<file path="config.mk">
export PLATFORM = sky130hd
export DESIGN_NAME = oscp_config
export DESIGN_NICKNAME = d
export VERILOG_FILES = /design/src/hw/oscp_config.v
export VERILOG_INCLUDE_DIRS = /design/src /design/src/hw
export SDC_FILE = /design/constraint.sdc
export NUM_CORES = 1
export LEC_CHECK = 0
export ABC_AREA = 1
export ABC_CLOCK_PERIOD_IN_PS = 1100
export BUFFER_PORTS_ARGS = -buffer_cell sky130_fd_sc_hd__buf_2
export CAP_MARGIN = 30
export CORE_MARGIN = 2
export CORE_UTILIZATION = 45
export CTS_CLUSTER_SIZE = 12
export DETAILED_ROUTE_END_ITERATION = 8
export HOLD_SLACK_MARGIN = 0.02
export PLACE_DENSITY = 0.75
export SLEW_MARGIN = 20
export SYNTH_ARGS = -nofsm -noshare
export SYNTH_HDL_FRONTEND = slang
export SYNTH_SLANG_ARGS = --single-unit
export TNS_END_PERCENT = 30
</file>
<file path="constraint.sdc">
create_clock -name mclk -period 1.1 [get_ports mclk]
set_input_delay 0.165 -clock mclk [delete_from_list [all_inputs] [get_ports mclk]]
set_output_delay 0.165 -clock mclk [all_outputs]
set_load 0.005 [all_outputs]
</file>
<file path="src/hw/oscp_consts.vh">
// Constants for the output source select and PLL configuration register bank.
// Assumes a byte-wide register port from an outside serial-bus slave.
// Summary of operation
// Rising sync bit holds all PLL-fed output dividers in reset while set.
// Falling sync bit releases dividers together and clears coarse phase.
// Outputs four to seven each pick a source through a 3-bit selector.
// Host must not route references above 250MHz directly to outputs.
// Reset selectors: out4 and out6 PLL, out5 output two, out7 reference one.
// Synthesizer mode bit: clear tracks references, set uses crystal only.
// Host forces free-run state whenever it sets synthesizer mode.
// Lock override bit resets clear; clear automatic, set manual lock control.
// Manual oscillator select: clear second, set first; resets set.
// Two 5-bit manual lock codes, resetting to 01011b and 00000b.
// Lock count bit: clear 1 ppm, set 16 ppm; resets set.
// 3-bit charge pump current code in eight steps, resetting to 100b.
// Loop filter: resistor 01b, capacitor 01b, second pole one at reset.
// Host writes zero to reserved bits; their read values are undefined.
// Fine phase takes effect only on a sync toggle; toggling clears coarse.
// A reserved source code holds that output's clock path static.
`ifndef OSCP_CONSTS_VH
`define OSCP_CONSTS_VH
`define OSCP_ADDR_SYNC      8'hA8
`define OSCP_ADDR_SEL45     8'hA9
`define OSCP_ADDR_SEL67     8'hAA
`define OSCP_ADDR_PUMP      8'hAC
`define OSCP_ADDR_LOCK      8'hAD
`define OSCP_ADDR_OSC1      8'hAE
`define OSCP_ADDR_CODE2     8'hAF
`define OSCP_SYNC_BIT       4
`define OSCP_SRC_PLL        3'h0
`define OSCP_SRC_RSV1       3'h1
`define OSCP_SRC_OUT2       3'h2
`define OSCP_SRC_OUT3       3'h3
`define OSCP_SRC_REF0       3'h4
`define OSCP_SRC_REF1       3'h5
`define OSCP_SRC_RSV6       3'h6
`define OSCP_SRC_XTAL       3'h7
`define OSCP_RST_SEL4       3'h0
`define OSCP_RST_SEL5       3'h2
`define OSCP_RST_SEL6       3'h0
`define OSCP_RST_SEL7       3'h5
`define OSCP_RST_PUMP       3'h4
`define OSCP_RST_RES        2'h1
`define OSCP_RST_CAP        2'h1
`define OSCP_RST_POLE       1'h1
`define OSCP_RST_SYNTH      1'h0
`define OSCP_RST_LCNT       1'h1
`define OSCP_RST_OVR        1'h0
`define OSCP_RST_OSCSEL     1'h1
`define OSCP_RST_CODE1      5'h0B
`define OSCP_RST_CODE2      5'h00
`endif

</file>
<file path="src/hw/oscp_config.v">
// Register bank that selects sources for outputs four to seven and holds PLL settings.
// Assumes an outside serial-bus slave presents a byte address, write strobe and data
// on the mclk domain; analog parts consume the configuration outputs.
`timescale 1ns/10ps
`default_nettype none
`include "oscp_consts.vh"
module oscp_config
(
    input  wire        mclk,
    input  wire        rst,
    input  wire [7:0]  reg_addr,
    input  wire        reg_wr,
    input  wire [7:0]  reg_wdata,
    output reg  [7:0]  reg_rdata,
    output reg         output_divider_sync,
    output reg         divider_hold,
    output reg         divider_release,
    output reg         coarse_phase_clear,
    output reg  [2:0]  out4_source_select,
    output reg  [2:0]  out5_source_select,
    output reg  [2:0]  out6_source_select,
    output reg  [2:0]  out7_source_select,
    output reg  [3:0]  out_path_static,
    output reg  [2:0]  pump_current_setting,
    output reg  [1:0]  loop_series_resistor,
    output reg  [1:0]  loop_parallel_capacitor,
    output reg         loop_second_pole,
    output reg         synthesizer_mode_select,
    output reg         lock_count_precision,
    output reg         lock_override_mode,
    output reg         manual_oscillator_select,
    output reg  [4:0]  manual_lock_code_first,
    output reg  [4:0]  manual_lock_code_second,
    output reg  [4:0]  active_lock_code
);

    // Address decode of the write strobe, one enable per mapped register.
    // Each enable is high only in the cycle that the outside slave presents reg_wr.
    // Writes to any other address, the unmapped one between the selectors and
    // the loop filter included, match no enable and so change nothing.
    // Reserved data bits of a mapped register are simply never stored.
    wire wr_sync  = reg_wr && (reg_addr == `OSCP_ADDR_SYNC);
    wire wr_sel45 = reg_wr && (reg_addr == `OSCP_ADDR_SEL45);
    wire wr_sel67 = reg_wr && (reg_addr == `OSCP_ADDR_SEL67);
    wire wr_pump  = reg_wr && (reg_addr == `OSCP_ADDR_PUMP);
    wire wr_lock  = reg_wr && (reg_addr == `OSCP_ADDR_LOCK);
    wire wr_osc1  = reg_wr && (reg_addr == `OSCP_ADDR_OSC1);
    wire wr_code2 = reg_wr && (reg_addr == `OSCP_ADDR_CODE2);

    // Next value of the sync bit and its edges.
    wire nxt_sync = wr_sync ? reg_wdata[`OSCP_SYNC_BIT] : output_divider_sync;
    wire sync_rise = nxt_sync && !output_divider_sync;
    wire sync_fall = !nxt_sync && output_divider_sync;

    // Sync bit with its hold level and one-cycle release and coarse-clear pulses.
    // The hold level follows the stored bit, so the dividers stay in reset while it is set.
    // Release and coarse clear are one pulse, so every divider restarts on the same edge.
    // A write of the same value makes no edge and therefore no extra pulse.
    // Fine phase values are picked up elsewhere on the release pulse.
    always @(posedge mclk)
    begin
        if (rst)
        begin
            output_divider_sync <= 1'b0;
            divider_hold        <= 1'b0;
            divider_release     <= 1'b0;
            coarse_phase_clear  <= 1'b0;
        end
        else
        begin
            output_divider_sync <= nxt_sync;
            divider_hold        <= nxt_sync;
            divider_release     <= sync_fall;
            coarse_phase_clear  <= sync_fall;
        end
    end

    // Source selectors; reserved data bits are not stored.
    // The lower field of each byte feeds the even output and the upper field the odd one.
    // Every code, reserved ones too, is stored so that a read returns what was written.
    // Routing a fast reference straight through is left to the host to avoid.
    always @(posedge mclk)
    begin
        if (rst)
        begin
            out4_source_select <= `OSCP_RST_SEL4;
            out5_source_select <= `OSCP_RST_SEL5;
            out6_source_select <= `OSCP_RST_SEL6;
            out7_source_select <= `OSCP_RST_SEL7;
        end
        else
        begin
            if (wr_sel45)
            begin
                out4_source_select <= reg_wdata[2:0];
                out5_source_select <= reg_wdata[6:4];
            end
            if (wr_sel67)
            begin
                out6_source_select <= reg_wdata[2:0];
                out7_source_select <= reg_wdata[6:4];
            end
        end
    end

    // Reserved source codes hold the matching output path static.
    // This keeps an undefined code from forwarding an arbitrary clock to an output.
    // The check is shared by all four selectors.
    function rsv_code;
        input [2:0] sel;
        begin
            rsv_code = (sel == `OSCP_SRC_RSV1) || (sel == `OSCP_SRC_RSV6);
        end
    endfunction

    wire [3:0] nxt_static = {rsv_code(out7_source_select), rsv_code(out6_source_select),
                             rsv_code(out5_source_select), rsv_code(out4_source_select)};

    // Static flags are registered one cycle after the selector.
    always @(posedge mclk)
    begin
        if (rst)
            out_path_static <= 4'h0;
        else
            out_path_static <= nxt_static;
    end

    // Analog PLL settings.
    // Pump and filter fields only tune the analog loop; the lock override, select and codes feed active_lock_code below.
    // The charge pump code steps the current evenly from lowest to highest.
    // The lock count precision should be cleared by the host for a large loop capacitor.
    // Setting synthesizer mode also needs the host to force the free-run state elsewhere.
    always @(posedge mclk)
    begin
        if (rst)
        begin
            pump_current_setting     <= `OSCP_RST_PUMP;
            loop_series_resistor     <= `OSCP_RST_RES;
            loop_parallel_capacitor  <= `OSCP_RST_CAP;
            loop_second_pole         <= `OSCP_RST_POLE;
            synthesizer_mode_select  <= `OSCP_RST_SYNTH;
            lock_count_precision     <= `OSCP_RST_LCNT;
            lock_override_mode       <= `OSCP_RST_OVR;
            manual_oscillator_select <= `OSCP_RST_OSCSEL;
            manual_lock_code_first   <= `OSCP_RST_CODE1;
            manual_lock_code_second  <= `OSCP_RST_CODE2;
        end
        else
        begin
            if (wr_pump)
            begin
                pump_current_setting    <= reg_wdata[7:5];
                loop_series_resistor    <= reg_wdata[4:3];
                loop_parallel_capacitor <= reg_wdata[2:1];
                loop_second_pole        <= reg_wdata[0];
            end
            if (wr_lock)
            begin
                synthesizer_mode_select <= reg_wdata[3];
                lock_count_precision    <= reg_wdata[1];
                lock_override_mode      <= reg_wdata[0];
            end
            if (wr_osc1)
            begin
                manual_oscillator_select <= reg_wdata[5];
                manual_lock_code_first   <= reg_wdata[4:0];
            end
            if (wr_code2)
                manual_lock_code_second <= reg_wdata[4:0];
        end
    end

    // Lock code applied to the oscillator: zero in automatic mode, else the chosen code.
    // The code is registered, so it follows a mode or selector change one cycle later.
    // Both stored codes keep their values while automatic mode is in force.
    // Zero is a neutral value that the automatic lock logic ignores.
    always @(posedge mclk)
    begin
        if (rst)
            active_lock_code <= 5'h00;
        else if (!lock_override_mode)
            active_lock_code <= 5'h00;
        else if (manual_oscillator_select)
            active_lock_code <= manual_lock_code_first;
        else
            active_lock_code <= manual_lock_code_second;
    end

    // Read data, registered; reserved bits read as zero.
    // Zero is one legal choice for bits whose read value is left undefined.
    // Unmapped addresses also read zero so that a stray read is harmless.
    // The mux is decoded from the address of the current cycle.
    reg [7:0] nxt_rdata;
    always @*
    begin
        nxt_rdata = 8'h00;
        case (reg_addr)
            `OSCP_ADDR_SYNC:  nxt_rdata = {3'h0, output_divider_sync, 4'h0};
            `OSCP_ADDR_SEL45: nxt_rdata = {1'b0, out5_source_select, 1'b0, out4_source_select};
            `OSCP_ADDR_SEL67: nxt_rdata = {1'b0, out7_source_select, 1'b0, out6_source_select};
            `OSCP_ADDR_PUMP:  nxt_rdata = {pump_current_setting, loop_series_resistor,
                                           loop_parallel_capacitor, loop_second_pole};
            `OSCP_ADDR_LOCK:  nxt_rdata = {4'h0, synthesizer_mode_select, 1'b0,
                                           lock_count_precision, lock_override_mode};
            `OSCP_ADDR_OSC1:  nxt_rdata = {2'h0, manual_oscillator_select,
                                           manual_lock_code_first};
            `OSCP_ADDR_CODE2: nxt_rdata = {3'h0, manual_lock_code_second};
            default:          nxt_rdata = 8'h00;
        endcase
    end

    // Read data register; data for an address stands one cycle after it.
    // A host must therefore hold the address for one edge before it takes the data.
    // The register keeps the port output straight from a flip-flop.
    // Reset clears it so that the port never shows an unknown value.
    always @(posedge mclk)
    begin
        if (rst)
            reg_rdata <= 8'h00;
        else
            reg_rdata <= nxt_rdata;
    end

endmodule
`default_nettype wire

</file>
==> Word level (Yosys, flattened, before mapping) <==
Cells that the tools add are included.
W data, S select, Z words.
{ "totals": {"wordCells": 52, "regBits": 53, "inputBits": 19, "out_inout_bits": 55} }
{ "op_classes": {"n_mux": 3, "n_bitwise": 1, "reduce_logical": 14, "n_eq_ne": 15} }
{ "op_table": {"columns": ["op", "n"], "rows": [
  ["$eq A8 B8 Y1 const B", 7],
  ["$pmux W8 S7", 1],
  ["$eq A3 B1 Y1 const B", 4],
  ["$eq A3 B3 Y1 const B", 4],
  ["$logic_and A1 B1 Y1", 8],
  ["$mux W5", 1],
  ["$logic_or A1 B1 Y1", 4],
  ["$reduce_or A2 Y1", 1],
  ["$logic_not A1 Y1", 1],
  ["$mux W1", 1],
  ["$not A1 Y1", 1]
]} }

==> Logic depth before layout (Yosys ltp) <==
Gate-level depths: netlist of the first run.
{ "depth": {"ltp_word": 5, "depth_mapped": 9, "mapped_depth_nobuf": 9} }

==> Worst setup path after synthesis of the first run <==
Ideal clock, no wire load.
{ "synth_path": {"path_kind": "input-to-reg", "startpoint": "input reg_addr[4]", "endpoint": "register divider_hold", "arrival_time_ns": 0.912, "setup_time_ns": 0.128, "path_buffers": 1, "stages": 9, "path_slack_ns": 0.060, "cell_sequence": "inv_1 -> nand2_1 -> nor2_4 -> buf_6 -> nand2_1 -> nor2_1 -> nand2_1 -> o21ai_0 -> nor2_1"} }
{ "synth_via": {"elab_chain_len": 3} }
{ "synth_lines": {"columns": ["element", "line_no", "source"], "rows": [
  ["start, declared", "oscp_config.v:11", "input wire [7:0] reg_addr,"],
  ["$eq A8 B8 Y1", null, null],
  ["$logic_and A1 B1 Y1", "oscp_config.v:42", "wire wr_sync = reg_wr && (reg_addr == `OSCP_ADDR_SYNC);"],
  ["$mux W1", "oscp_config.v:51", "wire nxt_sync = wr_sync ? reg_wdata[`OSCP_SYNC_BIT] : output_divider_sync;"],
  ["end signal, assigned", "oscp_config.v:72", "divider_hold <= nxt_sync;"],
  ["end, declared", "oscp_config.v:16", "output reg divider_hold,"]
]} }
Every way passes these cells.
A chain may end at the register's enable or synchronous reset.

==> Worst setup path in the final report of the first run <==
{ "layout_path": {"startpoint": "register manual_oscillator_select", "endpoint": "output manual_oscillator_select"} }
{ "layout_lines": {"columns": ["element", "line_no", "source"], "rows": [
  ["start, declared", "oscp_config.v:31", "output reg manual_oscillator_select,"],
  ["start signal, assigned", "oscp_config.v:144", "manual_oscillator_select <= `OSCP_RST_OSCSEL;"],
  ["start signal, assigned", "oscp_config.v:165", "manual_oscillator_select <= reg_wdata[5];"]
]} }
No word-level cell between the ends.

==> flow_metrics.tcl, run 1 <==
set metrics [dict create \
    status "completed" \
    worst_ep_arrival_time_ns 0.91 \
    startpoint_type "register" \
    rsz0062_at_grt "false" \
    regToRegEndpoint "active_lock_code[2]" \
    cts_root_buffer "clkbuf_8" \
    nets 408 \
    cp_data_required_time_ns 0.94 \
    crit_type "reg -> out" \
    cts_buffers 5 \
    synthCells 300 \
    pwr-share-seq 0.581 \
    synthTopCellsByArea "dfxtp_1 46%, nand3_1 11%, a21oi_1 7.1%" \
    cts.sinks 53 \
    power_w 0.00331 \
    ant_nets 0 \
    cts_tree "built" \
    initial_core_util 0.462 \
    drc 0 \
    clockPowerShare 0.346 \
    power.leakage_nw 1.45 \
    viasPerCell 4.95 \
    max_freq_mhz 928 \
    drv_cap 0 \
    num_antenna_cells 0 \
    irDropWorstVdd_v 0.000648 \
    yosys.area.top_type "dfxtp_1" \
    fin_cells 459 \
    io_buffers 73 \
    clkTransAtPathRegs_ns 0.09 \
    ff2ff_setup_slack_ns 0.10 \
    drt_iter0_drc 106 \
    setup_violations 0 \
    dp_cells 452 \
    dp_hpwl_mm 4.49 \
    rows 26 \
    hold_depth 3 \
    cts_setup_buffers 0 \
    worst_pin_slew_ns 0.265 \
    relSlewSlack 0.823 \
    grt_pass1_vias 2193 \
    skew_ns 0.00664 \
    track_usage 0.211 \
    internal-power_w 0.00251 \
    hold_end "pump_current_setting[2]" \
    power.switching_w 0.000802 \
    postSynthAreaPerCell_um2 7.77 \
    wl_mm 5.85 \
    dieArea_um2 5770 \
    crit_fanout 5 \
    synth_top_area_frac 0.455 \
    ys_types 24 \
    hold_viol 0 \
    grt.overflow.total 0 \
    fill_cells 460 \
    yosys_warnings 0 \
    vias 2271 \
    worst_skew_pair.late_latency_ns 0.31 \
    cts_max_level 2 \
    crit_path_end_kind "primary output" \
    hold_start "reg_wdata[7]" \
    grt_max_degree 24 \
    fin_crit_sh 0.980 \
    reg2reg_from "lock_override_mode" \
    area_growth_pct 28.3 \
    gp_congestion 0.846 \
    cts.path.max_buffers 2 \
    min_period_ns 1.08 \
    syn_area_um2 2330 \
    die_y_um 76.0 \
    synth-seq-cells 53 \
    synth_fp_nets 319 \
    reg2regPathDepth 4 \
    slew_viol_final 0 \
    boundaryPins 74 \
    detail_route.first_pass.iterations 4 \
    hold_class "in -> reg" \
    core_um2 5040 \
    yosysSeqAreaShare 0.455 \
    wl_per_cell_um 12.7 \
    swShare 0.242 \
    drive_above_1_share 0.332 \
    p_comb_frac 0.074 \
    die_w_um 76.0 \
    antenna_found_initial 0 \
    power.density_nw_per_um2 1110 \
    grt_pass1_wl_mm 9.98 \
]
[cells by family after synthesis]
family | share of synthesized area
AO/OA/AOI/OAI | 0.144
buffers and inverters | 0.0934
flip-flops | 0.455
AND/OR/NAND/NOR | 0.308
[what timing repair did]
item,CTS,global route
hold buffers,0,0
endpoints found under the setup margin,1,0
gates resized for setup,1,0
[critical path: stages (launching register included)]
cell     delay [ns]
dfxtp_2        0.34
buf_4          0.15
buf_2          0.12
[synthesized netlist by cell type (all sizes together)]
cell	count
a21oi	33
buf	8
clkbuf	4
clkinv	3
dfxtp	53
inv	33
nand2	39
nand3	56
nand4	2
nor2	35
o21ai	34
[worst max path at each step]
| stage | end | from | slack [ns] |
|---|---|---|---|
| floorplan | divider_hold | reg_addr[4] | 0.06 |
| global placement | reg_rdata[2] | reg_addr[6] | -0.15 |
| detailed placement | manual_lock_code_second[0] | reg_addr[6] | -0.18 |
| CTS | manual_oscillator_select | manual_oscillator_select | 0.02 |
| global route | manual_oscillator_select | manual_oscillator_select | 0.0005 |
| finish | manual_oscillator_select | manual_oscillator_select | 0.02 |
[state kept, by name, indices dropped and copies added (netlist names), 2 cells and up]
name                     flops
manual_lock_code_second      5
out4_source_select           3
loop_series_resistor         2
out_path_static              4
manual_lock_code_first       5
pump_current_setting         3
active_lock_code             5
out5_source_select           3
reg_rdata                    8
loop_parallel_capacitor      2
out6_source_select           3
out7_source_select           3
[layout by cell type, fill, tap and decap left out, drive strengths merged]
cell       n
clkinv     3
clkinvlp   1
nand2     39
inv       33
clkbuf     6
dfxtp     53
o21ai     34
buf       94
nand3     56
nor2      35
a21oi     33
nand4      2
[power by group through the flow]
stage,Combinational [W],Clock (W),Sequential (W)
after floorplan,0.000126,0,0.00197
after global placement,0.000239,0,0.00197
final,0.000244,0.00114,0.00192
after CTS,0.000243,0.00115,0.00192
after detailed placement,0.000243,0,0.00197
after global routing,0.000267,0.00123,0.00192
[through the flow]
stage	utilization	TNS [ns]	hold slack (ns)	cell area, µm²	worst slack (ns)
global placement	0.575	-3.23	0.379	2900	-0.152
finish	0.593	0	0.0582	2990	0.0222
detailed placement	0.575	-3.84	0.384	2900	-0.180
floorplan	-	0	0.278	2330	0.0601
global route	0.593	0	0.0610	2990	0.000486
CTS	0.593	0	0.0603	2990	0.0183
[final cells by class]
cell class | count | area [µm²] | share of cell area
flip-flops and latches | 53 | 1060 | 0.355
multi-input cells | 199 | 1050 | 0.352
repair buffers | 94 | 561 | 0.187
inverters | 36 | 139 | 0.0464
well taps | 70 | 87.6 | 0.0293
clock buffers | 6 | 82.6 | 0.0276
clock inverters | 1 | 7.51 | 0.00251
[routing by layer]
| metal | vias to the layer above | global-route usage | share of wire |
|---|---|---|---|
| met5 | - | 0 | 0 |
| met4 | 0 | 0.0527 | 0.0085 |
| met3 | 6 | 0.0438 | 0.075 |
| met2 | 83 | 0.364 | 0.47 |
| met1 | 1009 | 0.271 | 0.44 |
| li1 | 1173 | - | - |
Note: power is estimated with default switching activity, not from simulation.
==> run 2, diff against run 1 <==
SETUP_SLACK_MARGIN = 0.4   (was unset)
==> flow_metrics.tcl, run 2 (same netlist as run 1, synthesis figures left out) <==
set metrics [dict create \
    swShare 0.258 \
    fill_cells 287 \
    place_ws_ns -0.236 \
    hold_ws_ns 0.0700 \
    crit_type "reg -> out" \
    cts_root_buffer "clkbuf_8" \
    irDropWorstVdd_v 0.000681 \
    max_freq_mhz 974 \
    crit_chain "buf_6 > buf_6" \
    crit_fanout 2 \
    dp_hpwl_mm 4.75 \
    dieArea_um2 5770 \
    area_growth_pct 68.0 \
    die_y_um 76.0 \
    cp_top_family "flip-flops" \
    setup_violations 0 \
    antenna_found_initial 0 \
    drive_above_1_share 0.613 \
    fin_area_um2 3920 \
    grt_max_degree 17 \
    ff2ff_setup_slack_ns 0.17 \
    path_common_cell "buf_6" \
    ant_nets 0 \
    pwr-share-seq 0.554 \
    power.density_nw_per_um2 884 \
    worstSetupEndpoint "manual_oscillator_select" \
    power.switching_w 0.000894 \
    skew_ns 0.00541 \
    rsz0062_at_grt "true" \
    drc 0 \
    fin_cells 507 \
    layout_setup_ws_ns 0.0730 \
    reg2reg_from "loop_series_resistor[1]" \
    initial_core_util 0.462 \
    slowest_stage "dfxtp_2" \
    largest_reg_flops 8 \
    drv_cap 0 \
    wl_per_cell_um 18.0 \
    startpoint_type "register" \
    min_period_ns 1.03 \
    slew_viol_final 0 \
    rows 26 \
    cts.path.max_buffers 2 \
    cp_data_required_time_ns 0.94 \
    dp_cells 452 \
    boundaryPins 74 \
    detail_route.first_pass.iterations 6 \
    nets 456 \
    path_buf_inv 2 \
    clkTransAtPathRegs_ns 0.09 \
    reg2regPathDepth 5 \
    largest-register "reg_rdata" \
    wl_mm 9.11 \
    crit_path_end_kind "primary output" \
    hold_viol 0 \
    num_antenna_cells 0 \
    grt_pass1_wl_mm 12.3 \
    worst_pin_slew_ns 0.251 \
    grt.overflow.total 0 \
    slowest_delay_ns 0.34 \
    cts.sinks 53 \
    layout_common_cells "63 x buf_2, 51 x buf_4, 32 x dfxtp_2" \
    cts_tree "built" \
    status "completed" \
    crit_path_start "manual_oscillator_select" \
    relSlewSlack 0.832 \
    internal-power_w 0.00257 \
    fin_crit_sh 0.934 \
    viasPerCell 5.63 \
    gp_congestion 0.844 \
    drt_iter0_drc 356 \
    placed_cell_area_um2 2970 \
    cts_buffers 5 \
    power.leakage_nw 1.82 \
    worst_ep_arrival_time_ns 0.86 \
    final_common_cell "buf_2" \
    die_w_um 76.0 \
    clockPowerShare 0.333 \
    regToRegEndpoint "reg_rdata[4]" \
    track_usage 0.262 \
    vias 2856 \
    io_buffers 73 \
    ctsHoldBuffers 0 \
    core_um2 5040 \
    cts_max_level 2 \
    hold_class "in -> reg" \
    crit_cells 2 \
    p_comb_frac 0.113 \
    grt_pass1_vias 2538 \
    worst_skew_pair.late_latency_ns 0.31 \
]
run 2: cell type report:
class / count / area [µm²] / share of cell area
clock buffer: 6 / 82.6 / 0.0211
clock inverter: 1 / 7.51 / 0.00192
inverter: 36 / 168 / 0.0428
multi-input combinational: 200 / 1380 / 0.353
sequential: 53 / 1110 / 0.283
tap: 70 / 87.6 / 0.0224
timing repair buffer: 141 / 1080 / 0.275
run 2: power groups by stage:
stage	combinational, W	sequential [W]	clock [W]
global placement	0.000254	0.00197	0
detailed placement	0.000260	0.00197	0
finish	0.000391	0.00192	0.00115
global route	0.000409	0.00192	0.00122
floorplan	0.000139	0.00197	0
CTS	0.000311	0.00192	0.00114
run 2: metrics by stage:
stage          power (W)  setup TNS [ns]  utilization
3_3_place_gp     0.00222           -6.31        0.588
2_1_floorplan    0.00211               0            -
4_1_cts          0.00337               0        0.697
6_report         0.00346               0        0.777
5_1_grt          0.00355               0        0.777
3_5_place_dp     0.00223           -7.29        0.588
run 2: worst min path at each step:
stage | slack (ns) | to | startpoint | depth (start not counted)
after detailed placement | 0.39 | pump_current_setting[2] | reg_wdata[7] | 3
after floorplan | 0.28 | lock_count_precision | reg_wdata[1] | 2
after CTS | 0.07 | pump_current_setting[2] | reg_wdata[7] | 3
final | 0.07 | pump_current_setting[2] | reg_wdata[7] | 3
after global placement | 0.38 | pump_current_setting[2] | reg_wdata[7] | 3
after global routing | 0.07 | pump_current_setting[2] | reg_wdata[7] | 3
run 2: worst min-delay path, cell delays in order:
cell and delay (ns):
buf_2 0.07, nand2_1 0.04, nand3_1 0.07
run 2: metal layers:
layer / GRT usage / vias to the layer above / wire length (µm)
li1: - / 1275 / -
met1: 0.328 / 1323 / 3500
met2: 0.455 / 209 / 4420
met3: 0.0438 / 49 / 760
met4: 0.100 / 0 / 432
met5: 0 / - / 0
run 2: repair_timing:
action                     in CTS  in global routing
pin swaps                      15                 15
gates resized for setup        64                 76
cloned                          1                  2
setup endpoints to repair     108                108
setup buffers                  31                 14
hold endpoints to repair        0                  0
==> run 3, diff against run 2 <==
ABC_CLOCK_PERIOD_IN_PS = 800   (was 1100)
SETUP_SLACK_MARGIN = unset   (was 0.4)
clock period = 0.8 ns   (was 1.1 ns; I/O delays follow)
==> flow_metrics.tcl, run 3 (same netlist as run 1, synthesis figures left out) <==
set metrics [dict create \
    dieArea_um2 5770 \
    io_buffers 73 \
    grt_pass1_vias 2659 \
    track_usage 0.260 \
    layout_common_cells "58 x buf_2, 44 x buf_4, 35 x dfxtp_2" \
    regArea_um2 1110 \
    vias 2873 \
    startpoint_type "input port" \
    cts_tree "built" \
    die_w_um 76.0 \
    grt.overflow.total 0 \
    grt_pass1_wl_mm 12.2 \
    relSlewSlack 0.831 \
    crit_path_end_kind "register" \
    gp_congestion 0.824 \
    slew_viol_final 0 \
    viasPerCell 5.62 \
    wl_per_cell_um 18.5 \
    cts.sinks 53 \
    hold_class "in -> reg" \
    power.leakage_nw 1.89 \
    fin_crit_sh 1.24 \
    reg2regPathDepth 5 \
    grt_max_degree 26 \
    core_um2 5040 \
    layout_setup_ws_ns -0.195 \
    skew_ns 0.00298 \
    largest-register "reg_rdata" \
    fin_area_um2 4080 \
    cts_max_level 2 \
    worst_pin_slew_ns 0.253 \
    fin_cells 511 \
    clkTransAtPathRegs_ns 0.09 \
    failed_checks "setup timing" \
    placed_cell_area_um2 3050 \
    dp_cells 462 \
    num_antenna_cells 0 \
    hold_depth 3 \
    cts_root_buffer "clkbuf_8" \
    power.density_nw_per_um2 1190 \
    worst_skew_pair.late_latency_ns 0.31 \
    rows 26 \
    irDropWorstVdd_v 0.000788 \
    nets 459 \
    detail_route.first_pass.iterations 5 \
    multi_input_area_um2 1400 \
    setup_violations 107 \
    crit_type "in -> reg" \
    boundaryPins 74 \
    final_common_cell "buf_2" \
    ant_nets 0 \
    cts.path.max_buffers 2 \
    wl_mm 9.44 \
    area_growth_pct 75.1 \
    drc 0 \
    crit_fanout 5 \
    fill_cells 273 \
    min_period_ns 0.995 \
    drive_above_1_share 0.639 \
    dp_hpwl_mm 4.73 \
    rsz0062_at_grt "true" \
    antenna_found_initial 0 \
    cts_buffers 5 \
    initial_core_util 0.462 \
    worst_ep_arrival_time_ns 1.25 \
    drt_iter0_drc 232 \
    cp_data_required_time_ns 1.05 \
    largest_reg_flops 8 \
    hold_viol 0 \
    drv_cap 0 \
    max_freq_mhz 1010 \
    status "finished with violations" \
    die_y_um 76.0 \
]
## run 3: repair_timing
action,CTS,global route
setup buffers,24,12
hold buffers,1,0
resized for setup,88,64
gates cloned,2,2
pin swaps,18,20
endpoints found under the setup margin,104,106
endpoints found under the hold margin,1,0
## run 3: layout make-up
class,instances,area share
Multi-Input combinational cell,200,0.343
Timing Repair Buffer,143,0.297
Sequential cell,53,0.272
Inverter,36,0.0411
Clock buffer,7,0.0236
Tap cell,70,0.0215
Clock inverter,1,0.00123
Timing Repair inverter,1,0.00123
## run 3: worst max-delay path, stage by stage
cell and delay [ns]:
buf_12 0.11, inv_12 0.04, nand2_4 0.04, nor2_4 0.17
buf_4 0.15, bufbuf_16 0.24, nand3_1 0.09, nand3_2 0.11
nor2_1 0.06, nor2_1 0.11
## run 3: stage by stage
stage | hold WS, ns | total power, W | setup TNS [ns] | worst slack (ns) | util
after floorplan | 0.233 | 0.00290 | -5.50 | -0.168 | -
after CTS | 0.0749 | 0.00476 | -7.22 | -0.184 | 0.735
after global placement | 0.335 | 0.00307 | -18.04 | -0.452 | 0.605
after global routing | 0.100 | 0.00498 | -13.11 | -0.248 | 0.809
final | 0.0902 | 0.00487 | -10.15 | -0.195 | 0.809
after detailed placement | 0.338 | 0.00308 | -19.63 | -0.482 | 0.605
## run 3: per-layer routing
metal	GRT usage	vias to the layer above	wire, µm
li1	-	1281	-
met1	0.303	1381	3590
met2	0.472	170	4830
met3	0.0474	41	649
met4	0.100	0	374
met5	0	-	0
## run 3: worst paths after layout
path,slack (ns),startpoint,end
min,0.09,reg_wdata[6],pump_current_setting[1]
min reg2reg,0.47,pump_current_setting[2],reg_rdata[7]
max reg2reg,-0.18,out5_source_select[0],reg_rdata[4]
max,-0.19,reg_addr[4],reg_rdata[4]
## run 3: report_power, final
part	switching (W)	total (W)	internal (W)	leakage, nW
clock	0.000897	0.00168	0.000784	0.0542
sequential	0.00000352	0.00264	0.00264	0.434
combinational	0.000326	0.000549	0.000222	1.40
